`src/fcde_cfg.svh`:
```
`ifndef FCDE_CFG_SVH
`define FCDE_CFG_SVH
// ****************
// instruction fields
// ****************
`define FCDE_F_OP 31:30
`define FCDE_F_RSV 29:27
`define FCDE_F_SEL 26:25
`define FCDE_F_RD 29:25
`define FCDE_F_MAJ 24:19
`define FCDE_F_RS1 18:14
`define FCDE_F_OPF 13:5
`define FCDE_F_GRP 8:4
`define FCDE_F_PREC 1:0
`define FCDE_B_TRAP 2
`define FCDE_B_RS1_1 15
`define FCDE_B_RS2_1 1
// ****************
// encodings
// ****************
`define FCDE_OP_FMT 2'h2
`define FCDE_MAJ_CMP 6'h35
`define FCDE_MAJ_ARITH 6'h34
`define FCDE_MAJ_EXP 6'h36
`define FCDE_GRP_CMP 5'h05
`define FCDE_OPF_DIV_S 9'h04d
`define FCDE_OPF_DIV_D 9'h04e
`define FCDE_OPF_DIV_Q 9'h04f
`define FCDE_OPF_EXP 9'h04d
`define FCDE_PREC_D 2'h2
`define FCDE_PREC_Q 2'h3
`define FCDE_FCC_EQ 2'h0
`define FCDE_FCC_LT 2'h1
`define FCDE_FCC_GT 2'h2
`define FCDE_FCC_UN 2'h3
`define FCDE_RND_NEAR 2'h0
`define FCDE_RND_ZERO 2'h1
`define FCDE_RND_POS 2'h2
`define FCDE_RND_NEG 2'h3
// ****************
// arithmetic
// ****************
`define FCDE_BIAS_D 14'h03ff
`define FCDE_REBIAS 14'h0380
`define FCDE_EMAX_D 14'h07fe
`define FCDE_EMAX_S 14'h00fe
`define FCDE_QNAN_D 64'h7fff_ffff_ffff_ffff
`define FCDE_QNAN_S 32'h7fff_ffff
`define FCDE_DIV_LAST 6'h37
`define FCDE_FTT_NONE 3'h0
`define FCDE_FTT_IEEE 3'h1
`define FCDE_FTT_UNFIN 3'h2
`define FCDE_FTT_BADREG 3'h3
// ****************
// registers
// ****************
`define FCDE_REG_CTRL 5'h00
`define FCDE_REG_FCC 5'h04
`define FCDE_REG_TRAP 5'h08
`define FCDE_REG_STAT 5'h0c
`define FCDE_REG_MASK 5'h10
`define FCDE_CTRL_RST 6'h01
`define FCDE_C_PRESENT 0
`define FCDE_C_USER 1
`define FCDE_C_STATE 2
`define FCDE_C_RDIR 4:3
`define FCDE_C_NVTRAP 5
`endif

```
`src/fcde_pkg.sv`:
```
package fcde_pkg;
  typedef enum logic [2:0] {
    FCDE_EXC_NONE, FCDE_EXC_ILLEGAL, FCDE_EXC_OFF, FCDE_EXC_MISC, FCDE_EXC_IEEE
  } fcde_exc_type;
  typedef enum {FCDE_IDLE, FCDE_DIV, FCDE_RND} fcde_state_type;
  typedef struct packed {
    logic valid;
    logic [31:0] insn;
    logic [63:0] src1;
    logic [63:0] src2;
  } fcde_issue_type;
  typedef struct packed {
    logic valid;
    logic wr;
    logic [4:0] rd;
    logic [63:0] data;
    fcde_exc_type exc;
    logic [2:0] ftt;
    logic nv;
    logic dz;
  } fcde_result_type;
  typedef struct packed {
    logic sign;
    logic [13:0] exp;
    logic [52:0] mant;
    logic nan;
    logic snan;
    logic inf;
    logic zero;
    logic den;
  } fcde_unpk_type;
endpackage : fcde_pkg

```
`src/fcde_unit.sv`:
```
`timescale 1ns/100ps
`include "fcde_cfg.svh"

// Summary of operation
// RULE1: compare decoded by opcode and opf
// RULE2: bits 26:25 pick condition field
// RULE3: codes equal 0, less 1, greater 2, unordered 3
// RULE4: any NaN operand means unordered
// RULE5: trapping compare flags invalid on any NaN
// RULE6: plain compare flags invalid on signalling NaN
// RULE7: condition code visible to next instruction
// RULE8: compare reserved bits nonzero is illegal
// RULE9: quad compares trap as illegal
// RULE10: unit off or disabled raises disabled
// RULE11: quad compare odd register raises misc (code checks bit 1 of rs1 and rs2, not bit 0)
// RULE12: divide decode, quotient to destination
// RULE13: quotient rounded by rounding direction
// RULE14: quad divide traps as illegal
// RULE15: unusual divide operands raise incomplete operation
// RULE16: expand four bytes shifted into lanes
// RULE17: lanes written as one 64-bit result
// RULE18: expand unused source bits nonzero illegal
// RULE19: exceptions leave destination and codes unchanged
module fcde_unit (
  // clock and reset
  input wire logic clk,
  input wire logic rst,
  // instruction issue and completion
  input wire fcde_pkg::fcde_issue_type issue,
  output logic issue_ready,
  output fcde_pkg::fcde_result_type result,
  output logic [7:0] fcc,
  // register bus
  input wire logic [4:0] avs_address,
  input wire logic avs_read,
  input wire logic avs_write,
  input wire logic [31:0] avs_writedata,
  output logic [31:0] avs_readdata,
  output logic avs_waitrequest,
  // interrupt
  output logic irq
);
  // ****************
  // helpers
  // ****************
  function automatic logic is_nan(input logic [63:0] x, input logic dbl);
    return dbl ? (&x[62:52] && |x[51:0]) : (&x[30:23] && |x[22:0]);
  endfunction : is_nan

  function automatic fcde_pkg::fcde_unpk_type unpack(input logic [63:0] x, input logic dbl);
    fcde_pkg::fcde_unpk_type u;
    logic [10:0] e;
    logic [51:0] f;
    e = dbl ? x[62:52] : {3'h0, x[30:23]};
    f = dbl ? x[51:0] : {x[22:0], 29'h0};
    u.sign = dbl ? x[63] : x[31];
    u.exp = dbl ? {3'h0, e} : {3'h0, e} + `FCDE_REBIAS;
    u.mant = {1'b1, f};
    u.nan = is_nan(x, dbl);
    u.snan = u.nan & ~f[51];
    u.inf = (dbl ? &e : &e[7:0]) & ~|f;
    u.zero = ~|e & ~|f;
    u.den = ~|e & |f;
    return u;
  endfunction : unpack

  // raw magnitude order matches numeric order for two positive operands, reversed for two negative
  function automatic logic [1:0] fcc_of(input logic [63:0] a, input logic [63:0] b,
                                        input logic dbl);
    logic sa;
    logic sb;
    logic [62:0] ma;
    logic [62:0] mb;
    sa = dbl ? a[63] : a[31];
    sb = dbl ? b[63] : b[31];
    ma = dbl ? a[62:0] : {32'h0, a[30:0]};
    mb = dbl ? b[62:0] : {32'h0, b[30:0]};
    if (is_nan(a, dbl) || is_nan(b, dbl)) return `FCDE_FCC_UN;
    if (ma == mb && (sa == sb || ma == 63'h0)) return `FCDE_FCC_EQ;
    if (sa != sb) return sa ? `FCDE_FCC_LT : `FCDE_FCC_GT;
    return ((ma < mb) ^ sa) ? `FCDE_FCC_LT : `FCDE_FCC_GT;
  endfunction : fcc_of

  function automatic logic [63:0] expand(input logic [31:0] x);
    logic [63:0] r;
    r = 64'h0;
    for (int i = 0; i < 4; i++) begin
      r[16*i +: 16] = {4'h0, x[8*i +: 8], 4'h0};
    end
    return r;
  endfunction : expand

  function automatic logic [63:0] special(input logic s, input logic inf, input logic dbl);
    if (dbl) return {s, inf ? 11'h7ff : 11'h000, 52'h0};
    return {32'h0, s, inf ? 8'hff : 8'h00, 23'h0};
  endfunction : special

  function automatic logic in_range(input logic [13:0] v, input logic [13:0] max);
    return !v[13] && v != 14'h0 && v <= max;
  endfunction : in_range

  // ****************
  // state
  // ****************
  fcde_pkg::fcde_state_type state_reg;
  fcde_pkg::fcde_result_type result_reg;
  fcde_pkg::fcde_result_type imm;
  fcde_pkg::fcde_result_type rnd;
  fcde_pkg::fcde_unpk_type ua;
  fcde_pkg::fcde_unpk_type ub;
  fcde_pkg::fcde_exc_type exc_now;
  logic [7:0] fcc_reg;
  logic [5:0] ctrl_reg;
  logic [2:0] ftt_reg;
  logic [4:0] stat_reg;
  logic [4:0] mask_reg;
  logic [4:0] stat_ev;
  logic [4:0] stat_clr;
  logic ack_reg;
  logic [31:0] rdata_reg;
  logic [54:0] rem_reg;
  logic [52:0] dvs_reg;
  logic [55:0] q_reg;
  logic [5:0] cnt_reg;
  logic [13:0] exp_reg;
  logic sign_reg;
  logic dbl_reg;
  logic [1:0] rdir_reg;
  logic [4:0] rd_reg;
  logic [31:0] insn;
  logic [8:0] opf;
  logic fmt_ok;
  logic go;
  logic is_cmp;
  logic is_div;
  logic is_exp;
  logic quad;
  logic dbl;
  logic trapping;
  logic nan_any;
  logic snan_any;
  logic start_div;
  logic [1:0] sel;
  logic bus_wr;
  logic bus_rd;

  // ****************
  // decode
  // ****************
  always_comb begin
    insn = issue.insn;
    opf = insn[`FCDE_F_OPF];
    fmt_ok = insn[`FCDE_F_OP] == `FCDE_OP_FMT;
    // RULE1 compare decode
    is_cmp = fmt_ok && insn[`FCDE_F_MAJ] == `FCDE_MAJ_CMP && opf[`FCDE_F_GRP] == `FCDE_GRP_CMP
             && !opf[3] && opf[`FCDE_F_PREC] != 2'h0;
    // RULE12 divide decode
    is_div = fmt_ok && insn[`FCDE_F_MAJ] == `FCDE_MAJ_ARITH && (opf == `FCDE_OPF_DIV_S
             || opf == `FCDE_OPF_DIV_D || opf == `FCDE_OPF_DIV_Q);
    is_exp = fmt_ok && insn[`FCDE_F_MAJ] == `FCDE_MAJ_EXP && opf == `FCDE_OPF_EXP;
    quad = opf[`FCDE_F_PREC] == `FCDE_PREC_Q;
    dbl = opf[`FCDE_F_PREC] == `FCDE_PREC_D;
    trapping = opf[`FCDE_B_TRAP];
    // RULE2 field selector
    sel = insn[`FCDE_F_SEL];
    ua = unpack(issue.src1, dbl);
    ub = unpack(issue.src2, dbl);
    // RULE4 unordered on any nan
    nan_any = ua.nan | ub.nan;
    snan_any = ua.snan | ub.snan;
    if (!(is_cmp || is_div || is_exp)) begin
      exc_now = fcde_pkg::FCDE_EXC_ILLEGAL;
    // RULE8 RULE18 reserved fields
    end else if ((is_cmp && insn[`FCDE_F_RSV] != 3'h0)
                 || (is_exp && insn[`FCDE_F_RS1] != 5'h0)) begin
      exc_now = fcde_pkg::FCDE_EXC_ILLEGAL;
    // RULE10 unit disabled
    end else if (!ctrl_reg[`FCDE_C_PRESENT] || !ctrl_reg[`FCDE_C_USER]
                 || !ctrl_reg[`FCDE_C_STATE]) begin
      exc_now = fcde_pkg::FCDE_EXC_OFF;
    // RULE11 quad register with bit 1 of rs1 or rs2 set
    end else if (is_cmp && quad && (insn[`FCDE_B_RS1_1] || insn[`FCDE_B_RS2_1])) begin
      exc_now = fcde_pkg::FCDE_EXC_MISC;
    // RULE9 RULE14 quad left to software
    end else if ((is_cmp || is_div) && quad) begin
      exc_now = fcde_pkg::FCDE_EXC_ILLEGAL;
    end else begin
      exc_now = fcde_pkg::FCDE_EXC_NONE;
    end
  end

  assign issue_ready = state_reg == fcde_pkg::FCDE_IDLE;
  assign go = issue.valid && issue_ready;

  // ****************
  // single-cycle results
  // ****************
  always_comb begin
    imm = '0;
    imm.valid = 1'b1;
    imm.rd = insn[`FCDE_F_RD];
    imm.exc = exc_now;
    start_div = 1'b0;
    if (exc_now == fcde_pkg::FCDE_EXC_MISC) begin
      imm.ftt = `FCDE_FTT_BADREG;
    end
    if (exc_now == fcde_pkg::FCDE_EXC_NONE) begin
      if (is_cmp) begin
        // RULE5 RULE6 invalid by variant
        imm.nv = trapping ? nan_any : snan_any;
      end else if (is_exp) begin
        // RULE16 RULE17 expand lanes
        imm.wr = 1'b1;
        imm.data = expand(issue.src2[31:0]);
      end else if (nan_any || (ua.zero && ub.zero) || (ua.inf && ub.inf)) begin
        imm.wr = 1'b1;
        imm.nv = snan_any || !nan_any;
        imm.data = dbl ? `FCDE_QNAN_D : {32'h0, `FCDE_QNAN_S};
      end else if (ua.den || ub.den) begin
        // RULE15 subnormal operands not handled
        imm.exc = fcde_pkg::FCDE_EXC_MISC;
        imm.ftt = `FCDE_FTT_UNFIN;
      end else if (ua.inf || ub.zero) begin
        imm.wr = 1'b1;
        imm.dz = ub.zero;
        imm.data = special(ua.sign ^ ub.sign, 1'b1, dbl);
      end else if (ua.zero || ub.inf) begin
        imm.wr = 1'b1;
        imm.data = special(ua.sign ^ ub.sign, 1'b0, dbl);
      end else begin
        imm.valid = 1'b0;
        start_div = 1'b1;
      end
      // RULE19 trapped invalid writes nothing
      if (imm.nv && ctrl_reg[`FCDE_C_NVTRAP]) begin
        imm.exc = fcde_pkg::FCDE_EXC_IEEE;
        imm.ftt = `FCDE_FTT_IEEE;
        imm.wr = 1'b0;
      end
    end
  end

  // ****************
  // divider
  // ****************
  always_ff @(posedge clk) begin
    if (rst) begin
      state_reg <= fcde_pkg::FCDE_IDLE;
    end else begin
      unique case (state_reg)
        fcde_pkg::FCDE_IDLE: if (go && start_div) state_reg <= fcde_pkg::FCDE_DIV;
        fcde_pkg::FCDE_DIV: if (cnt_reg == `FCDE_DIV_LAST) state_reg <= fcde_pkg::FCDE_RND;
        fcde_pkg::FCDE_RND: state_reg <= fcde_pkg::FCDE_IDLE;
      endcase
    end
  end

  // one quotient bit per cycle keeps the area small at the cost of latency
  always_ff @(posedge clk) begin
    if (go && start_div) begin
      rem_reg <= {2'h0, ua.mant};
      dvs_reg <= ub.mant;
      q_reg <= 56'h0;
      cnt_reg <= 6'h0;
      exp_reg <= ua.exp - ub.exp + `FCDE_BIAS_D;
      sign_reg <= ua.sign ^ ub.sign;
      dbl_reg <= dbl;
      rdir_reg <= ctrl_reg[`FCDE_C_RDIR];
      rd_reg <= insn[`FCDE_F_RD];
    end else if (state_reg == fcde_pkg::FCDE_DIV) begin
      q_reg <= {q_reg[54:0], rem_reg >= {2'h0, dvs_reg}};
      rem_reg <= rem_reg >= {2'h0, dvs_reg} ? {rem_reg[53:0] - {1'b0, dvs_reg}, 1'b0}
                                            : {rem_reg[53:0], 1'b0};
      cnt_reg <= cnt_reg + 6'h1;
    end
  end

  always_comb begin
    logic [55:0] qn;
    logic [13:0] en;
    logic [13:0] ef;
    logic [13:0] es;
    logic [52:0] keep;
    logic [53:0] sum;
    logic g;
    logic st;
    logic inc;
    logic cy;
    inc = 1'b0;
    qn = q_reg[55] ? q_reg : {q_reg[54:0], 1'b0};
    en = q_reg[55] ? exp_reg : exp_reg - 14'h1;
    keep = dbl_reg ? qn[55:3] : {29'h0, qn[55:32]};
    g = dbl_reg ? qn[2] : qn[31];
    st = (dbl_reg ? |qn[1:0] : |qn[30:0]) | (|rem_reg);
    // RULE13 rounding direction
    unique case (rdir_reg)
      `FCDE_RND_NEAR: inc = g & (st | keep[0]);
      `FCDE_RND_ZERO: inc = 1'b0;
      `FCDE_RND_POS: inc = ~sign_reg & (g | st);
      `FCDE_RND_NEG: inc = sign_reg & (g | st);
    endcase
    sum = {1'b0, keep} + {53'h0, inc};
    cy = dbl_reg ? sum[53] : sum[24];
    ef = en + {13'h0, cy};
    es = ef - `FCDE_REBIAS;
    rnd = '0;
    rnd.valid = 1'b1;
    rnd.rd = rd_reg;
    if (dbl_reg ? in_range(ef, `FCDE_EMAX_D) : in_range(es, `FCDE_EMAX_S)) begin
      rnd.wr = 1'b1;
      rnd.data = dbl_reg ? {sign_reg, ef[10:0], sum[51:0]}
                         : {32'h0, sign_reg, es[7:0], sum[22:0]};
    end else begin
      // RULE15 overflow and underflow left to software
      rnd.exc = fcde_pkg::FCDE_EXC_MISC;
      rnd.ftt = `FCDE_FTT_UNFIN;
    end
  end

  // ****************
  // results and condition codes
  // ****************
  always_ff @(posedge clk) begin
    if (rst) begin
      result_reg <= '0;
    end else if (go && !start_div) begin
      result_reg <= imm;
    end else if (state_reg == fcde_pkg::FCDE_RND) begin
      result_reg <= rnd;
    end else begin
      result_reg <= '0;
    end
  end
  assign result = result_reg;

  always_ff @(posedge clk) begin
    if (rst) begin
      fcc_reg <= 8'h0;
    // RULE3 RULE7 code written at completion edge
    end else if (go && is_cmp && imm.exc == fcde_pkg::FCDE_EXC_NONE) begin
      fcc_reg[{sel, 1'b0} +: 2] <= fcc_of(issue.src1, issue.src2, dbl);
    end
  end
  assign fcc = fcc_reg;

  always_ff @(posedge clk) begin
    if (rst) begin
      ftt_reg <= `FCDE_FTT_NONE;
    end else if (result_reg.valid && result_reg.exc != fcde_pkg::FCDE_EXC_NONE) begin
      ftt_reg <= result_reg.ftt;
    end
  end

  // ****************
  // register bus
  // ****************
  // one wait state: data is fetched on the first cycle, handed over on the second
  assign avs_waitrequest = (avs_read || avs_write) && !ack_reg;
  assign avs_readdata = rdata_reg;
  assign bus_wr = avs_write && ack_reg;
  assign bus_rd = avs_read && ack_reg;

  always_ff @(posedge clk) begin
    if (rst) begin
      ack_reg <= 1'b0;
      rdata_reg <= 32'h0;
    end else begin
      ack_reg <= (avs_read || avs_write) && !ack_reg;
      if (avs_read && !ack_reg) begin
        case (avs_address)
          `FCDE_REG_CTRL: rdata_reg <= {26'h0, ctrl_reg};
          `FCDE_REG_FCC: rdata_reg <= {24'h0, fcc_reg};
          `FCDE_REG_TRAP: rdata_reg <= {29'h0, ftt_reg};
          `FCDE_REG_STAT: rdata_reg <= {27'h0, stat_reg};
          `FCDE_REG_MASK: rdata_reg <= {27'h0, mask_reg};
          default: rdata_reg <= 32'h0;
        endcase
      end
    end
  end

  always_ff @(posedge clk) begin
    if (rst) begin
      ctrl_reg <= `FCDE_CTRL_RST;
      mask_reg <= 5'h0;
    end else if (bus_wr && avs_address == `FCDE_REG_CTRL) begin
      ctrl_reg <= avs_writedata[5:0];
    end else if (bus_wr && avs_address == `FCDE_REG_MASK) begin
      mask_reg <= avs_writedata[4:0];
    end
  end

  // only bits already shown to software are cleared, so a late event survives
  assign stat_clr = (bus_rd && avs_address == `FCDE_REG_STAT) ? rdata_reg[4:0] : 5'h0;
  assign stat_ev = {result_reg.valid, result_reg.nv,
                    result_reg.valid && result_reg.exc == fcde_pkg::FCDE_EXC_MISC,
                    result_reg.valid && result_reg.exc == fcde_pkg::FCDE_EXC_OFF,
                    result_reg.valid && result_reg.exc == fcde_pkg::FCDE_EXC_ILLEGAL};

  always_ff @(posedge clk) begin
    if (rst) begin
      stat_reg <= 5'h0;
    end else begin
      stat_reg <= (stat_reg & ~stat_clr) | stat_ev;
    end
  end
  assign irq = |(stat_reg & mask_reg);
endmodule : fcde_unit

```
`config.mk`:
```
export PLATFORM = sky130hd
export DESIGN_NAME = fcde_unit
export DESIGN_NICKNAME = d
export VERILOG_FILES = /design/src/fcde_pkg.sv /design/src/fcde_unit.sv
export VERILOG_INCLUDE_DIRS = /design/src
export SDC_FILE = /design/constraint.sdc
export NUM_CORES = 1
export LEC_CHECK = 0
export ABC_AREA = 1
export BUFFER_PORTS_ARGS = -buffer_cell sky130_fd_sc_hd__buf_2
export CAP_MARGIN = 0
export CORE_ASPECT_RATIO = 0.9
export CORE_MARGIN = 5
export CORE_UTILIZATION = 35
export DETAILED_ROUTE_END_ITERATION = 7
export SETUP_SLACK_MARGIN = 0.5
export SYNTH_ARGS = -nofsm -noshare
export SYNTH_HDL_FRONTEND = slang
export SYNTH_SLANG_ARGS = --single-unit
```
`constraint.sdc`:
```
create_clock -name clk -period 12.02 [get_ports clk]
set_clock_uncertainty 0.2 [all_clocks]
set_input_delay 3.606 -clock clk [delete_from_list [all_inputs] [get_ports clk]]
set_output_delay 3.606 -clock clk [all_outputs]
set_load 0.01 [all_outputs]
```
Word-level counts from Yosys, hierarchy flattened
Index checks and enable logic that the tools add are counted.
Storage, ports and cells
  flip-flop bits (word level): 363
  output and inout port bits: 122
  input bits: 202
  logic and storage cells: 327
Operators by class
  bitwise operators: 26
  equal/unequal tests: 31
  muxes and demuxes: 120
  reductions and logical operators: 107
  magnitude comparators: 4
  $add $sub $neg: 11
  shift-type cells: 2
Operators with widths (count)
  64-bit two-way mux: 11
  52-bit two-way mux: 4
  52-bit OR reduction: 4
  63-bit two-way mux: 3
  79-bit two-way mux: 2
  32-bit case mux with 3 select lines: 1
  72-bit two-way mux: 1
  70-bit two-way mux: 1
  32-bit by 2-bit equality test with 1-bit output (second input constant): 2
  32-bit logical NOT: 2
  32-bit two-way mux: 2
  63-bit equality test: 1
  63-bit logical NOT: 1
  63-bit < comparator: 1
  1-bit two-way mux: 60
  56-bit two-way mux: 1
  55-bit by 53-bit >= comparator with 1-bit output: 1
  55-bit two-way mux: 1
  55-bit OR reduction: 1
  53-bit by 1-bit adder with 54-bit output: 1
  54-bit by 53-bit subtractor with 54-bit output: 1
  53-bit two-way mux: 1
  23-bit OR reduction: 2
  11-bit AND reduction: 4
  59 further kinds: 192

Longest topological paths before layout
Gate-level depths: netlist of the first run.
  depth in word-level cells: 41
  depth in mapped cells: 45
  depth with buffers taken out: 41

Least setup slack after synthesis of the first run
No wires, ideal clock.
  path kind: in2out
  start: input port avs_read
  end: output port avs_waitrequest
  path slack: 4414 ps
  data required time: 8214 ps
  arrival time: 3800 ps
  cell stages on the path: 2
  buffers on the path: 0
  path through: nor2_1 > nor2_1
Between the ends
  word-level cells in the longest chain between the ends: 2
Ends and longest elaborated chain
  start: declaration: RTL line fcde_unit.sv:35  | input wire logic avs_read,
  1-bit logical OR: RTL line fcde_unit.sv:358  | assign avs_waitrequest = (avs_read || avs_write) && !ack_reg;
  1-bit logical AND: RTL line fcde_unit.sv:358
  end: declaration: RTL line fcde_unit.sv:39  | output logic avs_waitrequest,
Every way passes these cells.

Worst setup path in the final report of the first run
  start: register q_reg[55]
  end: register result_reg (netlist bit result[32])
Between the ends
  word-level cells in the longest chain between the ends: 18
  elaborated cells between the ends (all ways): 33
  classes of those cells: add/sub (3); order compare (2); mux (12); bitwise (6); reduce/logical (10)
Ends and longest elaborated chain
  start: declaration: RTL line fcde_unit.sv:123  | logic [55:0] q_reg;
  start signal: assignment: RTL line fcde_unit.sv:271  | q_reg <= {q_reg[54:0], rem_reg >= {2'h0, dvs_reg}};
  branches (longest 15 deep; another with 53-bit by 1-bit adder with 54-bit output)
  64-bit two-way mux (*): RTL line fcde_unit.sv:309  | if (dbl_reg ? in_range(ef, `FCDE_EMAX_D) : in_range(es, `FCDE_EMAX_S)) begin
  79-bit two-way mux (*): RTL line fcde_unit.sv:328  | end else if (state_reg == fcde_pkg::FCDE_RND) begin
  79-bit two-way mux (*): RTL line fcde_unit.sv:326  | end else if (go && !start_div) begin
  end signal: assignment: RTL line fcde_unit.sv:327  | result_reg <= imm;
  end signal: assignment: RTL line fcde_unit.sv:329  | result_reg <= rnd;
  end: declaration: RTL line fcde_unit.sv:106  | fcde_pkg::fcde_result_type result_reg;
Every way passes the cells marked *.
A chain may end at the register's enable or synchronous reset.

==> results of run 1 <==
## final timing paths
check | startpoint | endpoint
worst min-delay path | rd_reg[0]$_DFFE_PP_ | result[72]$_SDFF_PP0_
worst max-delay path | q_reg[55]$_SDFFE_PP0P_ | result[32]$_SDFF_PP0_
worst min register to register | rd_reg[0]$_DFFE_PP_ | result[72]$_SDFF_PP0_
worst max register to register | q_reg[55]$_SDFFE_PP0P_ | result[32]$_SDFF_PP0_
## tightest hold or removal path: cells and delay by family, from the launching register on
kind	cells	cell delay, ps
flops	1	320
simple gates	1	50
compound gates	1	60
## cells in the final DEF (no fill, tap or decap), drive strengths merged, types with 13 or more instances in the layout
cell type | netlist | layout
nand2 | 773 | 773
inv | 536 | 538
nor2 | 458 | 458
o21ai | 309 | 309
buf | 94 | 286
a21oi | 237 | 237
nand3 | 196 | 196
dfxtp | 180 | 180
ha | 143 | 143
edfxtp | 127 | 127
nand4 | 111 | 111
xor2 | 68 | 68
a22oi | 57 | 57
nor3 | 57 | 57
clkbuf | 38 | 51
xnor2 | 41 | 41
nor4 | 30 | 30
conb | 2 | 27
a31oi | 23 | 23
o2111ai | 18 | 18
or2 | 17 | 17
o211ai | 16 | 16
o21a | 14 | 14
nand3b | 13 | 13
## cells by family after synthesis
kind of cell,after synthesis,share of synthesized area
fa+ha+maj,145,0.0744
mux,10,0.00407
other cells,2,0.000306
buf+inv,671,0.115
compound gates,733,0.169
xor+xnor,109,0.0388
simple gates,1666,0.296
flops,307,0.302
## power breakdown
group / switching, mW / total (mW) / internal (mW)
registers: 0.0431 / 1.23 / 1.19
clock network: 0.497 / 1.21 / 0.718
logic: 0.716 / 1.03 / 0.315
## layout make-up
type	count	area [µm²]	area share
tap	940	1180	0.0422
sequential	307	7420	0.266
clock buffer	51	1070	0.0385
antenna	4	10.0	0.000359
multi-input combinational	2690	14500	0.519
timing repair buffer	286	1490	0.0534
inverter	539	2020	0.0727
clock inverter	18	216	0.00777
## layer usage
metal,up-vias,routed length [µm]
met5,-,24
met4,4,4000
met3,203,8340
met2,1096,47300
met1,12100,43400
li1,12600,-
## through the flow
stage,utilization,hold slack (ps)
after floorplan,-,222
after global routing,0.399,281
after CTS,0.399,255
after global placement,0.380,230
final,0.399,255
after detailed placement,0.380,240
==> metrics.txt, run 1 <==
I/O Buffers 268; Max rail drop VDD 0.0000976 V; initial antenna violation count 12; WHS Path Cells 2; slew margin rel. 0.307; via count 25900; Worst-Margin Slew 1040 ps; Final TNS setup 0 ps; first-pass GRT wire length 150000 µm; Critical Path AT 8920 ps; FMAX 115 MHz; Tcrit/Tclk final 0.724; max FFs per register 78; Setup violations, final 0; synthesized area 24600 µm²; most used cell, CP nand2_1; die footprint 75600 µm²; clock period minus worst slack 8700 ps; Routed Antenna Nets 0; row count 92; cts repair resizes 0; vias in the first global route 24000; DRC 0; vias per cell 5.36; design area 27900 µm²; drt initial violations 2727; Worst Hold Class flip-flop to flip-flop; Yosys reg bits 307; Data required, critical path 12240 ps; dominant synthesized flop cell dfxtp_1; CP Class flip-flop to flip-flop; Levels on crit path 37; Post-DP Area 26600 µm²; Worst setup SP type flip-flop; Ports 324; Synth top cells by count nand2_1 (763), inv_1 (528), nor2_1 (436); crit path buf inv count 5; grt total ovfl 0; Static Leak 12.8 nW; pwr/cell area 125 nW/µm²; Clock Latency Late Sink 580 ps; Top delay family on crit path simple AND/OR/NAND/NOR gates; CTS tree yes; Setup WS pre-CTS 3060 ps; Critical Path End Type flip-flop; register area share after synthesis 0.302; total CTS buffers 39; Post-synth ARST share 0; CTS Hold Bufs 0; core region area 69900 µm²; grt met2 use 0.436; Register-to-Register Path Depth 37; Tot GR Track Use 0.260; RSZ-0062 raised after global routing false; Final Worst Setup Slack 3320 ps; FF-to-FF setup slack 3320 ps; Starting Density 0.352; Avg WL per Cell 21.3 µm; # fillers 7636; met3 GRT Util 0.0403; Post-layout nets 4210; Die X 289 µm; largest area contributor in the netlist edfxtp_1; max_cap viols 0; Fin. Hold Viols 0; total number of yosys warnings 0; synth top area cells edfxtp_1 (16%), dfxtp_1 (15%), nand2_1 (12%), inv_1 (8.1%), ha_1 (7.3%); syn_area_per_cell 6.75 µm²; Layout area overhead 13.4%; gr busiest metal met2; Pre-antenna DRT Iters 6; most instantiated library cell after synthesis nand2_1; H-tree levels 2; Yosys cell types 67; Clock Path Buffers 3; Post-synth EDFFs 127; post-synthesis cell count 3643; Post-Place Cells 4762; Synth top area share 0.155; largest fanout on the critical path 68; largest net degree at the start of global routing 115; chip height 261 µm; DRT Wirelength 103000 µm; slowest CP cell buf_4; CTS sink count 307; root buf cell clkbuf_16; layout cells sized above 1 0.108; max incr delay on CP 620 ps; max-slew violations 0; GPL Wtd Cong 1.05; total design power 3.48 mW; Final Non-Filler Cells 4835; GR Layer Usage met1 0.343; run status finished clean; number of post-CTS setup repair buffers 0; DPL Wire Length 82600 µm; Clock transition at path regs 60 ps
Note: power is estimated with default switching activity, not from simulation.
==> inputs of run 2 (changes only) <==
==> constraint.sdc (replaced) <==
create_clock -name clk -period 7.55 [get_ports clk]
set_clock_uncertainty 0.2 [all_clocks]
set_input_delay 2.265 -clock clk [delete_from_list [all_inputs] [get_ports clk]]
set_output_delay 2.265 -clock clk [all_outputs]
set_load 0.01 [all_outputs]
==> run 2 against run 1 <==
Net effect: maximum frequency rose by 31%; critical path depth is 3 higher; routed wire length rose by 2.0%; register-to-register slack worse by 2400 ps; non-clock buffer count rose by 54; first-iteration DRC count shrank 11%; sequential share of layout area fell by 0.47 points.
==> metrics.txt, run 2 (synthesized netlist as in run 1, its figures left out) <==
run status finished clean; Static Leak 13.1 nW (+2.3%); Starting Density 0.352 (unchanged); grt total ovfl 0 (unchanged); max-slew violations 0 (unchanged); Tcrit/Tclk final 0.882 (+0.158); max_cap viols 0 (unchanged); row count 92 (unchanged); Data required, critical path 7890 ps (-4350 ps); commonest non-fill, non-tap cell in the layout nand2_1; Max rail drop VDD 0.000214 V (+120%); commonest non-fill, non-tap cells in the layout nand2_1 (762), inv_1 (526), nor2_1 (433), buf_2 (268), o21ai_0 (265); Avg WL per Cell 21.5 µm (+0.90%); chip height 261 µm (unchanged); Worst setup SP type flip-flop; Clock Latency Late Sink 600 ps (+20 ps); RSZ-0062 raised after global routing false; slowest CP cell dfxtp_4; Clock Path Buffers 3 (unchanged); slew margin rel. 0.353 (+0.0460); R2R Path Start q_reg[55]$_SDFFE_PP0P_; die footprint 75600 µm² (unchanged); max FFs per register 78 (unchanged); CTS sink count 307 (unchanged); WHS Path Cells 2 (unchanged); design area 28400 µm² (+1.8%); I/O Buffers 268 (unchanged); Critical Path End Type flip-flop; gr busiest metal met2; first-pass GRT wire length 152000 µm (+1.4%); vias per cell 5.29 (-1.3%); Final Non-Filler Cells 4887 (+1.1%); GR Layer Usage met1 0.348 (+0.00441); drt initial violations 2414 (-11%); most used cell, CP nand2_1; Setup violations, final 0 (unchanged); Post-Place Cells 4813 (+1.1%); Ports 324 (unchanged); GPL Wtd Cong 1.04 (-0.78%); Pint 3.50 mW (+57%); layout cells sized above 1 0.122 (+0.0140); CTS Hold Bufs 0 (unchanged); Post-DP Area 27000 µm² (+1.8%); reg2reg end result[12]$_SDFF_PP0_; Routed Antenna Nets 0 (unchanged); CP Class flip-flop to flip-flop; Hold EP result[72]$_SDFF_PP0_; Worst-Margin Slew 969 ps (-67.6 ps); Critical Path AT 7000 ps (-1920 ps); DPL Wire Length 85500 µm (+3.5%); min-delay src rd_reg[0]$_DFFE_PP_; sw power 2.03 mW (+62%); max incr delay on CP 400 ps (-220 ps); H-tree levels 2 (unchanged); part of the power in registers 0.355 (about the same); largest fanout on the critical path 41 (-40%); total CTS buffers 39 (unchanged); Post-layout nets 4264 (+1.3%); register area 7420 µm² (about the same); via count 25900 (-0.25%); pwr/cell area 195 nW/µm² (+56%); multi-input logic area 14500 µm² (+0.19%); Sw Ratio 0.368 (+0.00665); initial antenna violation count 5 (-7); Die X 289 µm (unchanged); Tot GR Track Use 0.265 (+0.00567); # fillers 7577 (-0.77%); FMAX 150 MHz (+31%); vias in the first global route 24200 (+0.84%); core region area 69900 µm² (unchanged); total design power 5.53 mW (+59%); FF-to-FF setup slack 890 ps (-2430 ps); Pre-antenna DRT Iters 5 (-1); Register-to-Register Path Depth 40 (+8.1%); DRT Wirelength 105000 µm (+2.0%); Layout area overhead 15.5%; Worst Hold Class flip-flop to flip-flop; Final TNS setup 0 ps (unchanged); largest net degree at the start of global routing 87 (-24%); clock period minus worst slack 6660 ps (-2040 ps); Fin. Hold Viols 0 (unchanged); Comb pwr share 0.304 (+0.007); DRC 0 (unchanged); Clk network pwr share 0.342 (-0.007); grt met2 use 0.439 (+0.00289); Clock transition at path regs 60 ps (about the same); met3 GRT Util 0.0474 (+0.00714); CTS tree yes; root buf cell clkbuf_16
## run 2: cell count changes in the layout (fill, tap and decap cells not counted), moves of 2 or more
cell and change:
clkbuf_16 +2, clkinv_2 +2, clkbuf_1 -2, buf_4 +46, nor2_1 -2, inv_4 +3, bufinv_16 -3, o21ai_0 -2
clkinvlp_4 -3, o21ai_1 +2, nor2_4 +2, diode_2 -2, buf_12 +7
## run 2: stage by stage
stage	setup slack [ps]	hold WS, ps	util
floorplan	1650	222	-
global placement	524	236	0.387
detailed placement	457	241	0.387
CTS	526	258	0.405
global route	505	279	0.406
finish	890	259	0.406
## run 2: final cells by class
class,instances,area share
clock inverter,18,0.00556
inverter,539,0.0716
antenna,2,0.000176
clock buffer,51,0.0393
multi-input combinational,2690,0.510
tap,940,0.0414
sequential,307,0.262
timing repair buffer,340,0.0700
## run 2: repair_timing
action | 4_1_cts | 5_1_grt
hold endpoints to repair | 0 | 0
buffers inserted | 0 | 3
pin swaps | 0 | 3
setup endpoints to repair | 36 | 68
gates resized for setup | 1 | 13
## run 2: how the worst max path moves through the flow
stage                                 from               endpoint  slack [ps]  cells past startpoint
floorplan                dbl_reg$_DFFE_PP_  result[50]$_SDFF_PP0_        1650                     37
global placement    q_reg[55]$_SDFFE_PP0P_  result[52]$_SDFF_PP0_         520                     39
detailed placement  q_reg[55]$_SDFFE_PP0P_  result[52]$_SDFF_PP0_         460                     39
CTS                 q_reg[55]$_SDFFE_PP0P_  result[52]$_SDFF_PP0_         530                     39
global route        q_reg[55]$_SDFFE_PP0P_  result[65]$_SDFF_PP0_         510                     37
finish              q_reg[55]$_SDFFE_PP0P_  result[12]$_SDFF_PP0_         890                     40
## run 2: routing by layer
layer / share of wire / vias up
li1: - / 12700
met1: 0.42 / 12000
met2: 0.46 / 986
met3: 0.076 / 193
met4: 0.041 / 2
met5: 0.00012 / -
## run 2: power by group through the flow
stage / Clock [mW] / Sequential, mW / Combinational, mW
2_1_floorplan: 0 / 1.97 / 1.14
3_3_place_gp: 0 / 1.99 / 1.64
3_5_place_dp: 0 / 1.99 / 1.65
4_1_cts: 1.93 / 1.96 / 1.65
5_1_grt: 1.99 / 1.97 / 1.84
6_report: 1.89 / 1.96 / 1.68
## run 2: worst max-delay path, delay by kind of cell (launching register included)
family	cells	cell delay (ps)
buffers and inverters	7	980
adder cells (fa/ha/maj)	4	820
AND/OR/NAND/NOR	24	3170
flip-flops	1	400
AO/OA/AOI/OAI	5	1000
